**config.mk**
```make
export PLATFORM = sky130hd
export DESIGN_NAME = twr_top
export DESIGN_NICKNAME = d
export VERILOG_FILES = /design/src/rtl/twr_pkg.sv /design/src/rtl/twr_wdt_if.sv /design/src/rtl/twr_wdt.sv /design/src/rtl/twr_top.sv
export SDC_FILE = /design/constraint.sdc
export NUM_CORES = 1
export LEC_CHECK = 0
export BUFFER_PORTS_ARGS = -buffer_cell sky130_fd_sc_hd__buf_2
export CAP_MARGIN = 20
export CORE_ASPECT_RATIO = 1.25
export CORE_MARGIN = 5
export CORE_UTILIZATION = 50
export CTS_CLUSTER_SIZE = 20
export DETAILED_ROUTE_END_ITERATION = 8
export GPL_TIMING_DRIVEN = 0
export HOLD_SLACK_MARGIN = 0.08
export PLACE_DENSITY = 0.71
export SETUP_SLACK_MARGIN = 0.4
export SLEW_MARGIN = 0
export SYNTH_ARGS = -nofsm -noshare
export SYNTH_HDL_FRONTEND = slang
export SYNTH_SLANG_ARGS = --single-unit
```
**constraint.sdc**
```tcl
create_clock -name ref_clk -period 3.8 [get_ports ref_clk]
set_clock_uncertainty 0.05 [all_clocks]
set_input_delay 0.19 -clock ref_clk [delete_from_list [all_inputs] [get_ports ref_clk]]
set_output_delay 0.19 -clock ref_clk [all_outputs]
set_load 0.02 [all_outputs]
```
**src/rtl/twr_pkg.sv**
```systemverilog
// Constants and state types for the tick counter, watchdog and reset-status block.
// Assumes a single 125 MHz clock that also serves as the instruction cycle.
package twr_pkg;
  localparam int unsigned CLK_PERIOD_NS  = 8;
  localparam int unsigned WDT_PERIOD_US  = 18000;
  localparam int unsigned WDT_CYCLES     = (WDT_PERIOD_US * 1000) / CLK_PERIOD_NS;
  localparam int unsigned WDT_CNT_W      = 22;

  localparam logic [7:0] ADDR_TICK_COUNT = 8'h01;
  localparam logic [7:0] ADDR_STATUS     = 8'h03;

  localparam logic [7:0] MODE_RESET      = 8'h3F;
  localparam logic [7:0] DIVIDER_RESET   = 8'hFF;
  localparam logic [7:0] TICK_POR_VALUE  = 8'h00;

  localparam int unsigned MODE_SRC_BIT   = 5;
  localparam int unsigned MODE_EDGE_BIT  = 4;
  localparam int unsigned MODE_ASSIGN_BIT = 3;
  localparam int unsigned MODE_RATIO_LSB = 0;

  localparam int unsigned ST_RSTF_BIT    = 7;
  localparam int unsigned ST_TO_BIT      = 4;
  localparam int unsigned ST_PD_BIT      = 3;

  typedef struct packed {
    logic [7:0] mode;
    logic [7:0] divider;
    logic [7:0] tick;
    logic       timeout_flag;
    logic       powerdown_flag;
    logic       wake_change_flag;
    logic [4:0] gen_bits;
    logic       asleep;
    logic       por_hold;
    logic       dev_rst;
    logic       overflow_flag;
    logic       wdt_timeout;
    logic [7:0] rd_data;
    logic [1:0] cnt_sync;
    logic       cnt_prev;
    logic [1:0] rpin_sync;
    logic [1:0] lvr_sync;
  } twr_top_s;

  typedef struct packed {
    logic [WDT_CNT_W-1:0] base_cnt;
    logic                 base_tick;
  } twr_wdt_s;
endpackage

```
**src/rtl/twr_wdt_if.sv**
```systemverilog
// Carrier between the control logic and the watchdog base counter.
// Assumes both ends run on ref_clk.
interface twr_wdt_if;
  logic clear;
  logic run;
  logic base_tick;
  modport ctrl (output clear, output run, input base_tick);
  modport wdt  (input clear, input run, output base_tick);
endinterface

```
**src/rtl/twr_wdt.sv**
```systemverilog
// Watchdog base counter: one pulse per nominal time-out period.
// Assumes the controller gives clear and run on the same clock.
module twr_wdt #(
  parameter int unsigned WDT_CYCLES = twr_pkg::WDT_CYCLES
) (
  input  wire logic ref_clk,
  input  wire logic sys_rst,
  twr_wdt_if.wdt    wif
);
  localparam logic [twr_pkg::WDT_CNT_W-1:0] LAST =
    twr_pkg::WDT_CNT_W'(WDT_CYCLES - 1);

  twr_pkg::twr_wdt_s s;
  twr_pkg::twr_wdt_s next_s;

  // Own time base, independent of the sleep state of the core
  always_comb
  begin
    next_s = s;
    next_s.base_tick = 1'b0;
    if (wif.clear || !wif.run)
    begin
      next_s.base_cnt = '0;
    end
    else if (s.base_cnt == LAST)
    begin
      next_s.base_cnt = '0;
      next_s.base_tick = 1'b1;
    end
    else
    begin
      next_s.base_cnt = s.base_cnt + 1'b1;
    end
  end

  always_ff @(posedge ref_clk or posedge sys_rst)
  begin
    if (sys_rst)
    begin
      s <= '0;
    end
    else
    begin
      s <= next_s;
    end
  end

  assign wif.base_tick = s.base_tick;
endmodule // twr_wdt

```
**src/rtl/twr_top.sv**
```systemverilog
// Tick counter, shared divider, watchdog and reset / sleep status flags.
// Assumes a CPU core on ref_clk issuing one-cycle operation strobes, and
// raw pins (counting pin, reset pin, low-voltage detector) from outside.

// Overview of operation
// - Eight-bit counter; internal source advances each instruction cycle without divider.
// - External source advances counter on counting-pin edges, polarity from mode bit 4.
// - Edge select clear counts rising edges; set counts falling edges.
// - Wrap from FF to 00 sets the overflow flag.
// - Watchdog has its own time base and keeps counting through sleep.
// - Watchdog time-out resets the device and clears the time-out flag.
// - Watchdog period nominally 18 ms, lengthened by divider up to 1:128.
// - One divider serves watchdog when mode bit 3 set, else counter.
// - Three-bit ratio field selects the divider ratio.
// - Counter write clears the divider while the divider serves the counter.
// - Watchdog clear clears watchdog, and divider when assigned to watchdog.
// - After power-up the device stays in reset until reset pin is high.
// - Reset also from enabled reset pin low, watchdog time-out, low voltage.
// - Flag updates: power-on 1,1; sleep 1,0; watchdog clear 1,1; time-out 0,u.
// - Flags after reset follow the reset cause and sleep state.
// - Status bit 7 set only after wake by port input-change interrupt.
// - Sleep clears the watchdog; time-out or reset pin then wakes the device.
// - Any reset loads mode 3F and divider FF; counter kept on warm reset.
module twr_top #(
  parameter int unsigned WDT_CYCLES = twr_pkg::WDT_CYCLES
) (
  input  wire logic       ref_clk,
  input  wire logic       sys_rst,
  input  wire logic [7:0] reg_addr,
  input  wire logic       reg_wr,
  input  wire logic [7:0] reg_wr_data,
  output logic      [7:0] reg_rd_data,
  input  wire logic       mode_wr,
  input  wire logic [7:0] mode_wr_data,
  output logic      [7:0] tick_mode_control,
  output logic      [7:0] divider_count_value,
  input  wire logic       watchdog_clear_op,
  input  wire logic       sleep_op,
  input  wire logic       int_wake,
  input  wire logic       change_wake,
  input  wire logic       overflow_clr,
  output logic            overflow_flag,
  input  wire logic       external_count_pin,
  input  wire logic       reset_pin,
  input  wire logic       reset_pin_en,
  input  wire logic       wdt_en,
  input  wire logic       wdt_reset_en,
  input  wire logic       low_voltage,
  input  wire logic       low_voltage_en,
  output logic            wdt_timeout,
  output logic            asleep,
  output logic            dev_rst
);
  twr_pkg::twr_top_s s;
  twr_pkg::twr_top_s next_s;
  twr_wdt_if         wif ();

  twr_wdt #(
    .WDT_CYCLES (WDT_CYCLES)
  ) twr_wdt_i (
    .ref_clk (ref_clk),
    .sys_rst (sys_rst),
    .wif     (wif)
  );

  // True when the low n bits of a divider value are all zero
  function automatic logic low_bits_zero(input logic [7:0] val, input logic [3:0] n);
    logic [7:0] mask;
    mask = (n >= 4'd8) ? 8'hFF : 8'((9'h001 << n) - 9'h001);
    return (val & mask) == 8'h00;
  endfunction

  // Write strobe decode for one register address
  function automatic logic reg_hit(
    input logic       wr,
    input logic [7:0] addr,
    input logic [7:0] target
  );
    return wr && (addr == target);
  endfunction

  // Qualifying edge on the synchronised pin; falling when fall_sel is set
  function automatic logic pin_edge(
    input logic prev,
    input logic cur,
    input logic fall_sel
  );
    return fall_sel ? (prev && !cur) : (!prev && cur);
  endfunction

  // Status byte as the core sees it
  function automatic logic [7:0] status_image(
    input logic       wake_chg,
    input logic [4:0] gen,
    input logic       to_flag,
    input logic       pd_flag
  );
    return {wake_chg, gen[4:3], to_flag, pd_flag, gen[2:0]};
  endfunction

  // Read path; unmapped addresses read as zero
  function automatic logic [7:0] read_select(
    input logic [7:0] addr,
    input logic [7:0] tick,
    input logic [7:0] status
  );
    logic [7:0] val;
    if (addr == twr_pkg::ADDR_TICK_COUNT)
    begin
      val = tick;
    end
    else if (addr == twr_pkg::ADDR_STATUS)
    begin
      val = status;
    end
    else
    begin
      val = 8'h00;
    end
    return val;
  endfunction

  logic       assign_wdt;
  logic [2:0] ratio;
  logic       pin_reset;
  logic       wdt_reset;
  logic       lv_reset;
  logic       soft_reset;
  logic       count_event;
  logic       tick_inc;
  logic [7:0] div_inc;
  logic       wdt_expire;
  logic       wdt_clear_now;
  logic       tick_wr;
  logic       status_wr;
  logic       wrap_now;

  always_comb
  begin
    assign_wdt = s.mode[twr_pkg::MODE_ASSIGN_BIT];
    ratio      = s.mode[twr_pkg::MODE_RATIO_LSB +: 3];
    div_inc    = s.divider + 8'h01;
    pin_reset  = reset_pin_en && !s.rpin_sync[1];
    lv_reset   = low_voltage_en && s.lvr_sync[1];
    // Divider counts watchdog periods only while assigned to it
    wdt_expire = wif.base_tick && (!assign_wdt ||
                 low_bits_zero(div_inc, {1'b0, ratio}));
    wdt_reset  = wdt_expire && wdt_reset_en;
    soft_reset = !s.por_hold && (pin_reset || wdt_reset || lv_reset);
    wdt_clear_now = watchdog_clear_op || sleep_op;
    // One decode per target keeps write and divider clear in step
    tick_wr    = reg_hit(reg_wr, reg_addr, twr_pkg::ADDR_TICK_COUNT);
    status_wr  = reg_hit(reg_wr, reg_addr, twr_pkg::ADDR_STATUS);
    if (s.mode[twr_pkg::MODE_SRC_BIT])
    begin
      // Edge seen on the synchronised copy only
      count_event = pin_edge(s.cnt_prev, s.cnt_sync[1],
                             s.mode[twr_pkg::MODE_EDGE_BIT]);
    end
    else
    begin
      count_event = 1'b1;
    end
    // Core clock stops in sleep, so the counter does too
    count_event = count_event && !s.asleep && !s.dev_rst;
    tick_inc = count_event && (assign_wdt ||
               low_bits_zero(div_inc, {1'b0, ratio} + 4'd1));
    // Wrap only from a real count, never from a write
    wrap_now = tick_inc && (s.tick == 8'hFF) && !tick_wr;
  end

  assign wif.clear = wdt_clear_now || soft_reset || s.dev_rst;
  assign wif.run   = wdt_en;

  always_comb
  begin
    next_s = s;
    next_s.rpin_sync = {s.rpin_sync[0], reset_pin};
    next_s.lvr_sync  = {s.lvr_sync[0], low_voltage};
    next_s.cnt_sync  = {s.cnt_sync[0], external_count_pin};
    next_s.cnt_prev  = s.cnt_sync[1];
    next_s.wdt_timeout = wdt_expire;

    // Divider: shared between counter and watchdog
    if (!assign_wdt && count_event)
    begin
      next_s.divider = div_inc;
    end
    else if (assign_wdt && wif.base_tick)
    begin
      next_s.divider = div_inc;
    end
    if (!assign_wdt && tick_wr)
    begin
      next_s.divider = 8'h00;
    end
    if (assign_wdt && watchdog_clear_op)
    begin
      next_s.divider = 8'h00;
    end

    // Counter
    if (tick_wr)
    begin
      next_s.tick = reg_wr_data;
    end
    else if (tick_inc)
    begin
      next_s.tick = s.tick + 8'h01;
    end

    // Set wins over a simultaneous clear
    if (overflow_clr)
    begin
      next_s.overflow_flag = 1'b0;
    end
    if (wrap_now)
    begin
      next_s.overflow_flag = 1'b1;
    end

    // Mode register; order is left to software
    if (mode_wr)
    begin
      next_s.mode = mode_wr_data;
    end

    // Status register, general bits only
    if (status_wr)
    begin
      next_s.gen_bits = {reg_wr_data[6:5], reg_wr_data[2:0]};
    end
    if (watchdog_clear_op)
    begin
      next_s.timeout_flag   = 1'b1;
      next_s.powerdown_flag = 1'b1;
    end
    if (sleep_op && !s.dev_rst)
    begin
      next_s.asleep         = 1'b1;
      next_s.timeout_flag   = 1'b1;
      next_s.powerdown_flag = 1'b0;
    end
    if (s.asleep && (int_wake || change_wake))
    begin
      next_s.asleep           = 1'b0;
      next_s.wake_change_flag = change_wake;
    end

    // Warm resets: flags follow the cause, counter kept
    if (soft_reset)
    begin
      next_s.mode             = twr_pkg::MODE_RESET;
      next_s.divider          = twr_pkg::DIVIDER_RESET;
      next_s.asleep           = 1'b0;
      next_s.wake_change_flag = 1'b0;
      next_s.overflow_flag    = 1'b0;
      next_s.timeout_flag     = s.timeout_flag;
      next_s.powerdown_flag   = s.powerdown_flag;
      if (wdt_reset)
      begin
        next_s.timeout_flag = 1'b0;
      end
    end

    // Power-up hold until the reset pin reads high
    if (s.por_hold)
    begin
      next_s.mode     = twr_pkg::MODE_RESET;
      next_s.divider  = twr_pkg::DIVIDER_RESET;
      next_s.tick     = twr_pkg::TICK_POR_VALUE;
      next_s.por_hold = !s.rpin_sync[1];
    end
    next_s.dev_rst = next_s.por_hold || soft_reset;

    next_s.rd_data = read_select(reg_addr, next_s.tick,
                                 status_image(next_s.wake_change_flag, next_s.gen_bits,
                                              next_s.timeout_flag,
                                              next_s.powerdown_flag));
  end

  always_ff @(posedge ref_clk or posedge sys_rst)
  begin
    if (sys_rst)
    begin
      s                  <= '0;
      s.mode             <= twr_pkg::MODE_RESET;
      s.divider          <= twr_pkg::DIVIDER_RESET;
      s.tick             <= twr_pkg::TICK_POR_VALUE;
      s.timeout_flag     <= 1'b1;
      s.powerdown_flag   <= 1'b1;
      s.por_hold         <= 1'b1;
      s.dev_rst          <= 1'b1;
    end
    else
    begin
      s <= next_s;
    end
  end

  assign reg_rd_data         = s.rd_data;
  assign tick_mode_control   = s.mode;
  assign divider_count_value = s.divider;
  assign overflow_flag       = s.overflow_flag;
  assign wdt_timeout         = s.wdt_timeout;
  assign asleep              = s.asleep;
  assign dev_rst             = s.dev_rst;
endmodule // twr_top

```
==> results.cfg, run 1 <==
[setup_path]
r2r-end = twr_wdt_i.s[14]
cp.arrival_ns = 3.34
start_kind = flip-flop
path_max_fanout = 10
reg2reg_depth = 12
cp_data_required_time_ns = 3.98
criticalPathCategory = reg2reg
critPathCaptureType = flip-flop
reg2reg_slack_ns = 0.65
r2r_start = tick_mode_control[2]

[synth]
async_reset_ff_frac = 1.00
synth_ff_type = dfrtp_1
netlist_instances = 439
avgSynthCellArea_um2 = 9.66
synth-edff-count = 0
ys_ff_latch = 75
yosysWarnings = 0
syn_nets = 484
ys_types = 66
netlist_area_um2 = 4240
seq_area_frac_synth = 0.448

[route]
drt_iter0_drc = 187
viasPerCell = 5.44
wirelength_met1_um = 4270
dr.pass1.iters = 5
num_vias = 3474
top_layer_used = met4
dr_wl_met3_um = 522
drc = 0
wl_per_cell_um = 15.0
postRouteAntennaNets = 0
routed_wl_um = 9610
wl_met2_um = 4760

[placed_design]
numPortBuffers = 66
dp_hpwl_um = 7140
dp_cells = 603
gp_congestion = 0.871
placed_area_um2 = 4720

[hold_path]
hold_class = in2reg
min_path_cells = 4
hold-path-endpoint = twr_wdt_i.wif.base_tick
worstHoldStart = sleep_op

[floorplanning]
die_h_um = 113
io_pins = 68
rows = 37
initial_core_util = 0.515
die_area_um2 = 10400
core_um2 = 8240
die_w_um = 92.4

[cells_and_area]
final_area_um2 = 5130
stdcell_count = 639
fin_nets = 582
area_growth_pct = 21.0
diodes = 0
drive_above_1_share = 0.293

[global_routing]
grt_pass1_wl_um = 17000
grt_pass1_vias = 3624
antenna_found_initial = 0
overflow = 0
gr-usage-all-layers = 0.197
grt_max_degree = 50

[clock_network]
htree_levels = 3
cts_tree = done
cts.repair.resized = 0
clockBufferDepth = 2
cts_root_buf = clkbuf_8
cts.sinks = 75
clk_pin_slew_ns = 0.09
clk_latency_ns = 0.35
cts_buffers = 9

[timing]
maxSlewViolCount = 0
finalHoldViolCount = 0
whs_ns = 0.114
setup_viol = 0
relSlewSlack = 0.393
rsz0062_at_grt = false
fin_tns_setup_ns = 0
worstMarginPinSlew_ns = 0.904
finalCriticalPeriod_ns = 3.15
finalCritPeriodShare = 0.830
max_freq_mhz = 317

[power]
pwr_density_cell_nw_per_um2 = 405
ir_worst_vdd_mv = 0.229
p_leak_uw = 0.00234

[flow_run]
cap_violations = 0

[outcome]
outcome = completed
## cell usage in the layout (no fill, tap or decap), types with 3 or more instances in the layout
| master | instances |
|---|---|
| o211ai_1 | 5 |
| nor4bb_1 | 3 |
| dfrtp_1 | 57 |
| a41oi_1 | 3 |
| or3_1 | 5 |
| a211oi_2 | 3 |
| inv_1 | 14 |
| clkbuf_1 | 5 |
| o21ai_0 | 16 |
| dfstp_2 | 18 |
| buf_4 | 28 |
| nor2_1 | 56 |
| mux2_2 | 7 |
| xnor2_1 | 12 |
| nor3b_1 | 3 |
| and4_1 | 3 |
| buf_2 | 73 |
| dlygate4sd3_1 | 20 |
| ha_1 | 5 |
| nand4_1 | 11 |
| and3_1 | 10 |
| buf_1 | 3 |
| nand3_1 | 18 |
| o221ai_1 | 3 |
| a31oi_1 | 5 |
| nand2b_1 | 5 |
| nor3_1 | 5 |
| nand2_1 | 35 |
| xor2_1 | 22 |
| mux2i_1 | 10 |
| a211oi_1 | 6 |
| a21oi_1 | 8 |
| clkbuf_8 | 9 |
## kinds of logic (layout without fill, tap and decap cells)
| logic type | after synthesis | after routing | synth area share |
|---|---|---|---|
| and+or+nand+nor | 171 | 171 | 0.207 |
| AOI/OAI and AO/OA | 77 | 77 | 0.136 |
| DFF | 75 | 75 | 0.448 |
| buffers and inverters | 59 | 162 | 0.0808 |
| xor gates and xnor gates | 34 | 34 | 0.0702 |
| muxes | 17 | 17 | 0.0422 |
| adders and majority gates | 5 | 5 | 0.0148 |
| other | 1 | 1 | 0.000884 |
## critical path, cell delays in order, from the launching register on
cell      delay [ns]
dfstp_2         0.58
buf_2           0.24
nor2_1          0.10
nand2_1         0.09
ha_1            0.28
xor2_1          0.10
a211o_1         0.31
o41ai_2         0.39
a31oi_1         0.18
o21ai_1         0.19
nand2b_1        0.24
buf_4           0.21
nor2_1          0.06
## metrics by stage
step,worst slack [ns],total power (µW),util
5_1_grt,0.447,2200,0.622
3_3_place_gp,0.621,1420,0.569
3_5_place_dp,0.655,1440,0.573
2_1_floorplan,1.10,1300,-
6_report,0.647,2080,0.622
4_1_cts,0.628,2100,0.622
## synthesized netlist by cell type (5+ instances only)
cell type / count / area [µm²]
or3_1: 5 / 31.3
nand2b_1: 5 / 31.3
a31oi_1: 5 / 31.3
ha_1: 5 / 62.6
o21ai_0: 16 / 80.1
nor2_1: 56 / 210
nand3_1: 18 / 90.1
mux2i_1: 10 / 100
dfrtp_1: 57 / 1430
o211ai_1: 5 / 37.5
nand4_1: 11 / 68.8
buf_2: 7 / 35.0
a21oi_1: 8 / 40.0
inv_1: 15 / 56.3
and3_1: 10 / 62.6
mux2_2: 7 / 78.8
xor2_1: 22 / 193
clkbuf_1: 5 / 18.8
nand2_1: 35 / 131
nor3_1: 5 / 25.0
dfstp_2: 18 / 473
a211oi_1: 6 / 45.0
xnor2_1: 12 / 105
buf_4: 28 / 210
## timing repair
action | CTS | global route
buffers inserted | 0 | 0
hold endpoints to repair | 49 | 0
hold buffers | 20 | 0
## how the worst max path moves through the flow
stage               depth (start not counted)                 start         endpoint
floorplan                                  11  tick_mode_control[0]   reg_rd_data[3]
global route                               12  tick_mode_control[2]  twr_wdt_i.s[16]
detailed placement                         11  tick_mode_control[0]   reg_rd_data[3]
CTS                                        11  tick_mode_control[0]  twr_wdt_i.s[14]
finish                                     12  tick_mode_control[2]  twr_wdt_i.s[14]
global placement                           12  tick_mode_control[2]  twr_wdt_i.s[15]
## state kept, by name, summed over array words and instances, names as in the netlist, 4 cells and up
name,cells
twr_wdt_i.s,22
divider_count_value,8
next_s,4
reg_rd_data,8
s,20
tick_mode_control,8
## where the power goes
| group | total, µW | switching (µW) | internal [µW] |
|---|---|---|---|
| Clock | 638 | 324 | 314 |
| Sequential | 928 | 54.9 | 873 |
| Combinational | 513 | 283 | 230 |
## cell type report
| cell class | instances | area, µm² |
|---|---|---|
| repair buffers | 87 | 558 |
| multi-input cells | 305 | 2000 |
| clock inverters | 7 | 82.6 |
| flip-flops and latches | 75 | 1900 |
| inverters | 15 | 58.8 |
| clock buffers | 9 | 124 |
| plain buffers | 44 | 287 |
| fillers | 711 | 3110 |
| well taps | 97 | 121 |
## routing by layer
| metal | global-route usage | vias to the layer above |
|---|---|---|
| met5 | 0 | - |
| met4 | 0.0505 | 0 |
| met2 | 0.338 | 92 |
| met3 | 0.0352 | 6 |
| li1 | - | 1722 |
| met1 | 0.257 | 1654 |
Note: power is estimated with default switching activity, not from simulation.
==> run 2, diff against run 1 <==
- clock period: 3.8 -> 3 ns (I/O delays scaled with it)
==> run 2 against run 1 <==
Net effect: global-route usage increased by 1.1 points; non-clock buffer count increased by 28; sequential power increased by 28%; final cell count increased by 4.4%; critical path depth decreased by 4; setup slack got worse by 0.41 ns; fmax increased by 14%; critical endpoint is now reg_rd_data[4]; largest power group unchanged; highest routed layer unchanged.
==> results.cfg, run 2 (synthesis results as in run 1) <==
[placed_design]
gp_congestion = 0.885
numPortBuffers = 66
placed_area_um2 = 4770
dp_hpwl_um = 7020
dp_cells = 603

[route]
postRouteAntennaNets = 0
viasPerCell = 5.45
drc = 0
dr.pass1.iters = 4
routed_wl_um = 10500
wl_per_cell_um = 15.7
num_vias = 3635
drt_iter0_drc = 94

[setup_path]
critical_path_buf_inv_count = 0
crit_slowest_cell = dfstp_2
cp.arrival_ns = 2.94
cp_data_required_time_ns = 3.18
startpoint = tick_mode_control[0]
path_max_fanout = 5
crit_family = compound AO/OA/AOI/OAI gates
crit_chain = or3_4, ha_4, xor2_1, a211o_1, o41ai_4, and2_1, a31oi_2, a221o_1
reg2reg_slack_ns = 0.24
critPathCaptureType = flip-flop
criticalPathCategory = reg2reg
r2r-end = reg_rd_data[4]
start_kind = flip-flop
r2r_start = tick_mode_control[0]
reg2reg_depth = 8
critical_path.endpoint = reg_rd_data[4]
cp.depth = 8
slowest_delay_ns = 0.40

[power]
switching_power_uw = 887
p_leak_uw = 0.00255
ir_worst_vdd_mv = 0.448
seq_power_share = 0.428
p_int_uw = 1880
combPwrFrac = 0.295
pwr_density_cell_nw_per_um2 = 489
switching_share = 0.320
clockPowerShare = 0.277

[timing]
finalCriticalPeriod_ns = 2.76
worstMarginPinSlew_ns = 0.762
rsz0062_at_grt = true
finalCritPeriodShare = 0.921
max_freq_mhz = 362
setup_viol = 0
finalHoldViolCount = 0
relSlewSlack = 0.487
maxSlewViolCount = 0

[cells_and_area]
final_cell_mix = buf_2, dfrtp_1, nor2_1, buf_4, nand2_1
top_register = twr_wdt_i.s
reg_top3 = twr_wdt_i.s (22), s (20)
multi_input_area_um2 = 2260
area_growth_pct = 33.5
final_area_um2 = 5660
drive_above_1_share = 0.381
diodes = 0
largest_reg_flops = 22
fin_nets = 610
final_common_cell = buf_2
ff_latch_area_um2 = 1900
stdcell_count = 667
fillerInstances = 645

[floorplanning]
die_w_um = 92.4
die_h_um = 113
initial_core_util = 0.515
die_area_um2 = 10400
rows = 37
core_um2 = 8240
io_pins = 68

[global_routing]
antenna_found_initial = 0
overflow = 0
gr-usage-all-layers = 0.208
grt_pass1_wl_um = 17300
grt_pass1_vias = 3658
grt_max_degree = 76

[clock_network]
htree_levels = 3
clk_latency_ns = 0.36
cts_tree = done
cts_buffers = 9
clockBufferDepth = 2
clk_pin_slew_ns = 0.08
cts.sinks = 75
cts_root_buf = clkbuf_8

[flow_run]
cap_violations = 0

[outcome]
outcome = completed

[hold_path]
hold_class = in2reg
==> run 2: changes by cell type in the layout (fill, tap and decap cells not counted), sizes merged <==
cell	change
buf	+22
inv	-3
clkinvlp	+1
clkbuf	+1
clkinv	+1
dlygate4sd3	+6
==> run 2: power groups by stage <==
| stage | Clock, µW | Sequential [µW] | Combinational, µW |
|---|---|---|---|
| 6_report | 767 | 1190 | 816 |
| 5_1_grt | 839 | 1200 | 890 |
| 4_1_cts | 792 | 1180 | 751 |
| 3_5_place_dp | 0 | 1190 | 632 |
| 3_3_place_gp | 0 | 1190 | 612 |
| 2_1_floorplan | 0 | 1180 | 480 |
==> run 2: worst register-to-register path, cell delays in order, from the launching register on <==
cell	delay, ns
dfstp_2	0.40
or3_4	0.40
ha_4	0.19
xor2_1	0.18
a211o_1	0.32
o41ai_4	0.36
and2_1	0.23
a31oi_2	0.13
a221o_1	0.38
==> run 2: what timing repair did <==
action,4_1_cts,5_1_grt
cloned,1,1
setup buffers,14,6
pin swaps,25,9
hold endpoints to repair,90,0
endpoints found under the setup margin,58,59
resized for setup,39,25
hold buffers,26,0
==> run 2: metrics by stage <==
stage	power, µW	setup slack (ns)	utilization	TNS, ns	hold slack, ns
after floorplan	1660	0.414	-	0	0.131
after global placement	1800	0.0203	0.575	0	0.208
after detailed placement	1830	-0.0416	0.578	-0.0416	0.210
after CTS	2720	0.265	0.669	0	0.112
after global routing	2930	0.0938	0.687	0	0.0861
final	2770	0.236	0.687	0	0.0972
==> run 2: how the worst min path moves through the flow <==
stage / from / to / slack [ns] / depth (start not counted)
final: watchdog_clear_op / twr_wdt_i.wif.base_tick / 0.1 / 4
after global routing: watchdog_clear_op / twr_wdt_i.wif.base_tick / 0.09 / 4
after CTS: change_wake / s[25] / 0.11 / 3
after detailed placement: reset_pin / next_s[3] / 0.21 / 1
after global placement: external_count_pin / next_s[6] / 0.21 / 1
after floorplan: low_voltage / next_s[1] / 0.13 / 0
==> run 2: layout make-up <==
| class | instances | share of cell area |
|---|---|---|
| multi-input cells | 305 | 0.398 |
| flip-flops and latches | 75 | 0.335 |
| repair buffers | 115 | 0.141 |
| plain buffers | 44 | 0.0588 |
| clock buffers | 10 | 0.0225 |
| well taps | 97 | 0.0214 |
| clock inverters | 6 | 0.0117 |
| inverters | 15 | 0.0104 |
==> run 2: metal layers <==
metal / wire length (µm) / vias up / part of all wire / track usage
met1: 4400 / 1748 / 0.42 / 0.259
met3: 478 / 21 / 0.046 / 0.0445
met4: 256 / 0 / 0.024 / 0.0842
met2: 5360 / 91 / 0.51 / 0.352
met5: 0 / - / 0 / 0
li1: - / 1775 / - / -
==> run 3, diff against run 2 <==
- BUFFER_PORTS_ARGS: -buffer_cell sky130_fd_sc_hd__buf_2 -> default
- CORE_UTILIZATION: 50 -> 40
- DONT_BUFFER_PORTS: default -> 1
- PLACE_DENSITY: 0.71 -> 0.53
- SETUP_SLACK_MARGIN: 0.4 -> 0.15
==> run 3 against run 2 <==
Net effect: final cell count shrank 4.5%; cell area is 5.4% lower; via count decreased by 8.0%; fmax fell by 1.4%; largest power group unchanged; utilization fell by 18 points.
==> results.cfg, run 3 (synthesis results as in run 1) <==
[placed_design]
gp_congestion = 0.849
numPortBuffers = 0
dp_hpwl_um = 7420
place_ws_ns = -0.260
dp_cells = 572

[setup_path]
slowest_delay_ns = 0.41
start_kind = flip-flop
reg2reg_slack_ns = 0.20
critical_path_buf_inv_count = 2
criticalPathCategory = reg2reg
critPathCaptureType = flip-flop
cp.arrival_ns = 3.02
crit_slowest_cell = dfstp_2
cp_data_required_time_ns = 3.21
path_max_fanout = 7
crit_family = simple AND/OR/NAND/NOR gates
crit_chain = or3_4, ha_4, or3_1, a31oi_2, o41ai_4, a31oi_4, buf_6, nor2_8, buf_4, or2_2
r2r_start = tick_mode_control[0]
reg2reg_depth = 10
r2r-end = dev_rst

[cells_and_area]
drive_above_1_share = 0.270
stdcell_count = 637
fin_util = 0.510
final_common_cell = dfrtp_1
largest_reg_flops = 22
final_cell_mix = dfrtp_1, nor2_1, buf_4, nand2_1, dlygate4sd3_1
top_register = twr_wdt_i.s
reg_top3 = twr_wdt_i.s (22), s (20)
fin_nets = 544
area_growth_pct = 26.3

[route]
drc = 0
viasPerCell = 5.25
wl_per_cell_um = 16.6
drt_iter0_drc = 148
dr.pass1.iters = 5
postRouteAntennaNets = 0
num_vias = 3343
routed_wl_um = 10500

[hold_path]
worstHoldStart = watchdog_clear_op
hold-path-endpoint = s[26]
hold_class = in2reg
min_path_cells = 3

[global_routing]
overflow = 0
gr-usage-all-layers = 0.166
grt_max_degree = 57
grt_pass1_vias = 3324
grt_pass1_wl_um = 16800
antenna_found_initial = 1

[clock_network]
clk_pin_slew_ns = 0.06
clockBufferDepth = 2
cts_root_buf = clkbuf_16
htree_levels = 3
cts_tree = done
cts.sinks = 75
cts_buffers = 9
clk_latency_ns = 0.33

[timing]
finalCriticalPeriod_ns = 2.80
worstMarginPinSlew_ns = 0.922
finalCritPeriodShare = 0.935
worst_slack_ns = 0.196
maxSlewViolCount = 0
whs_ns = 0.0827
finalHoldViolCount = 0
relSlewSlack = 0.381
rsz0062_at_grt = true
setup_viol = 0
max_freq_mhz = 357

[floorplanning]
die_area_um2 = 12800
io_pins = 68
die_w_um = 102
die_h_um = 125
core_um2 = 10500
initial_core_util = 0.403
rows = 42

[power]
switching_share = 0.314
ir_worst_vdd_mv = 0.312
p_leak_uw = 0.00229
seq_power_share = 0.408
clockPowerShare = 0.356
combPwrFrac = 0.236
p_int_uw = 2000
pwr_density_cell_nw_per_um2 = 545
switching_power_uw = 917

[outcome]
outcome = completed

[flow_run]
cap_violations = 0
-- run 3: stage by stage --
stage	cell area (µm²)	total power, µW	TNS, ns
after global routing	5360	3060	0
after CTS	5100	2880	0
after detailed placement	4440	1770	-5.31
after global placement	4410	1760	-5.47
final	5360	2920	0
after floorplan	4240	1650	0
-- run 3: routing by layer --
metal	GRT usage	share of wire	up-vias
met3	0.0351	0.048	15
met4	0.0602	0.022	0
li1	-	-	1642
met2	0.271	0.49	77
met5	0	0	-
met1	0.214	0.44	1609
-- run 3: tightest hold or removal path, cell delays in order --
cell and delay [ns]:
o22ai_2 0.06, o21bai_4 0.18, inv_1 0.05
-- run 3: power by group through the flow --
stage / logic, µW / clock network [µW] / registers [µW]
after global placement: 564 / 0 / 1200
final: 689 / 1040 / 1190
after floorplan: 474 / 0 / 1180
after detailed placement: 573 / 0 / 1200
after CTS: 634 / 1060 / 1180
after global routing: 754 / 1110 / 1200
-- run 3: worst max-delay path by stage --
stage	start	end	slack, ns	depth (start not counted)
after floorplan	tick_mode_control[0]	reg_rd_data[3]	0.30	11
after global placement	tick_mode_control[2]	reg_rd_data[3]	-0.29	12
after detailed placement	tick_mode_control[2]	reg_rd_data[3]	-0.26	12
after CTS	tick_mode_control[0]	reg_rd_data[3]	0.14	11
after global routing	tick_mode_control[1]	s[31]	0.12	12
final	tick_mode_control[0]	dev_rst	0.20	10
-- run 3: area by class of cell --
type                       instances  area, µm²
buffer                            44        318
sequential                        75       1900
clock inverter                     7       60.1
timing repair buffer              49        458
antenna                            1       2.50
clock buffer                       9        225
tap                              132        165
fill                             993       5150
inverter                          15       58.8
multi-input combinational        305       2170
-- run 3: timing repair --
item | CTS | global route
cloned | 0 | 1
setup buffers | 1 | 17
hold buffers | 29 | 0
setup endpoints to repair | 49 | 42
hold endpoints to repair | 100 | 0
pin swaps | 5 | 13
gates resized for setup | 20 | 24
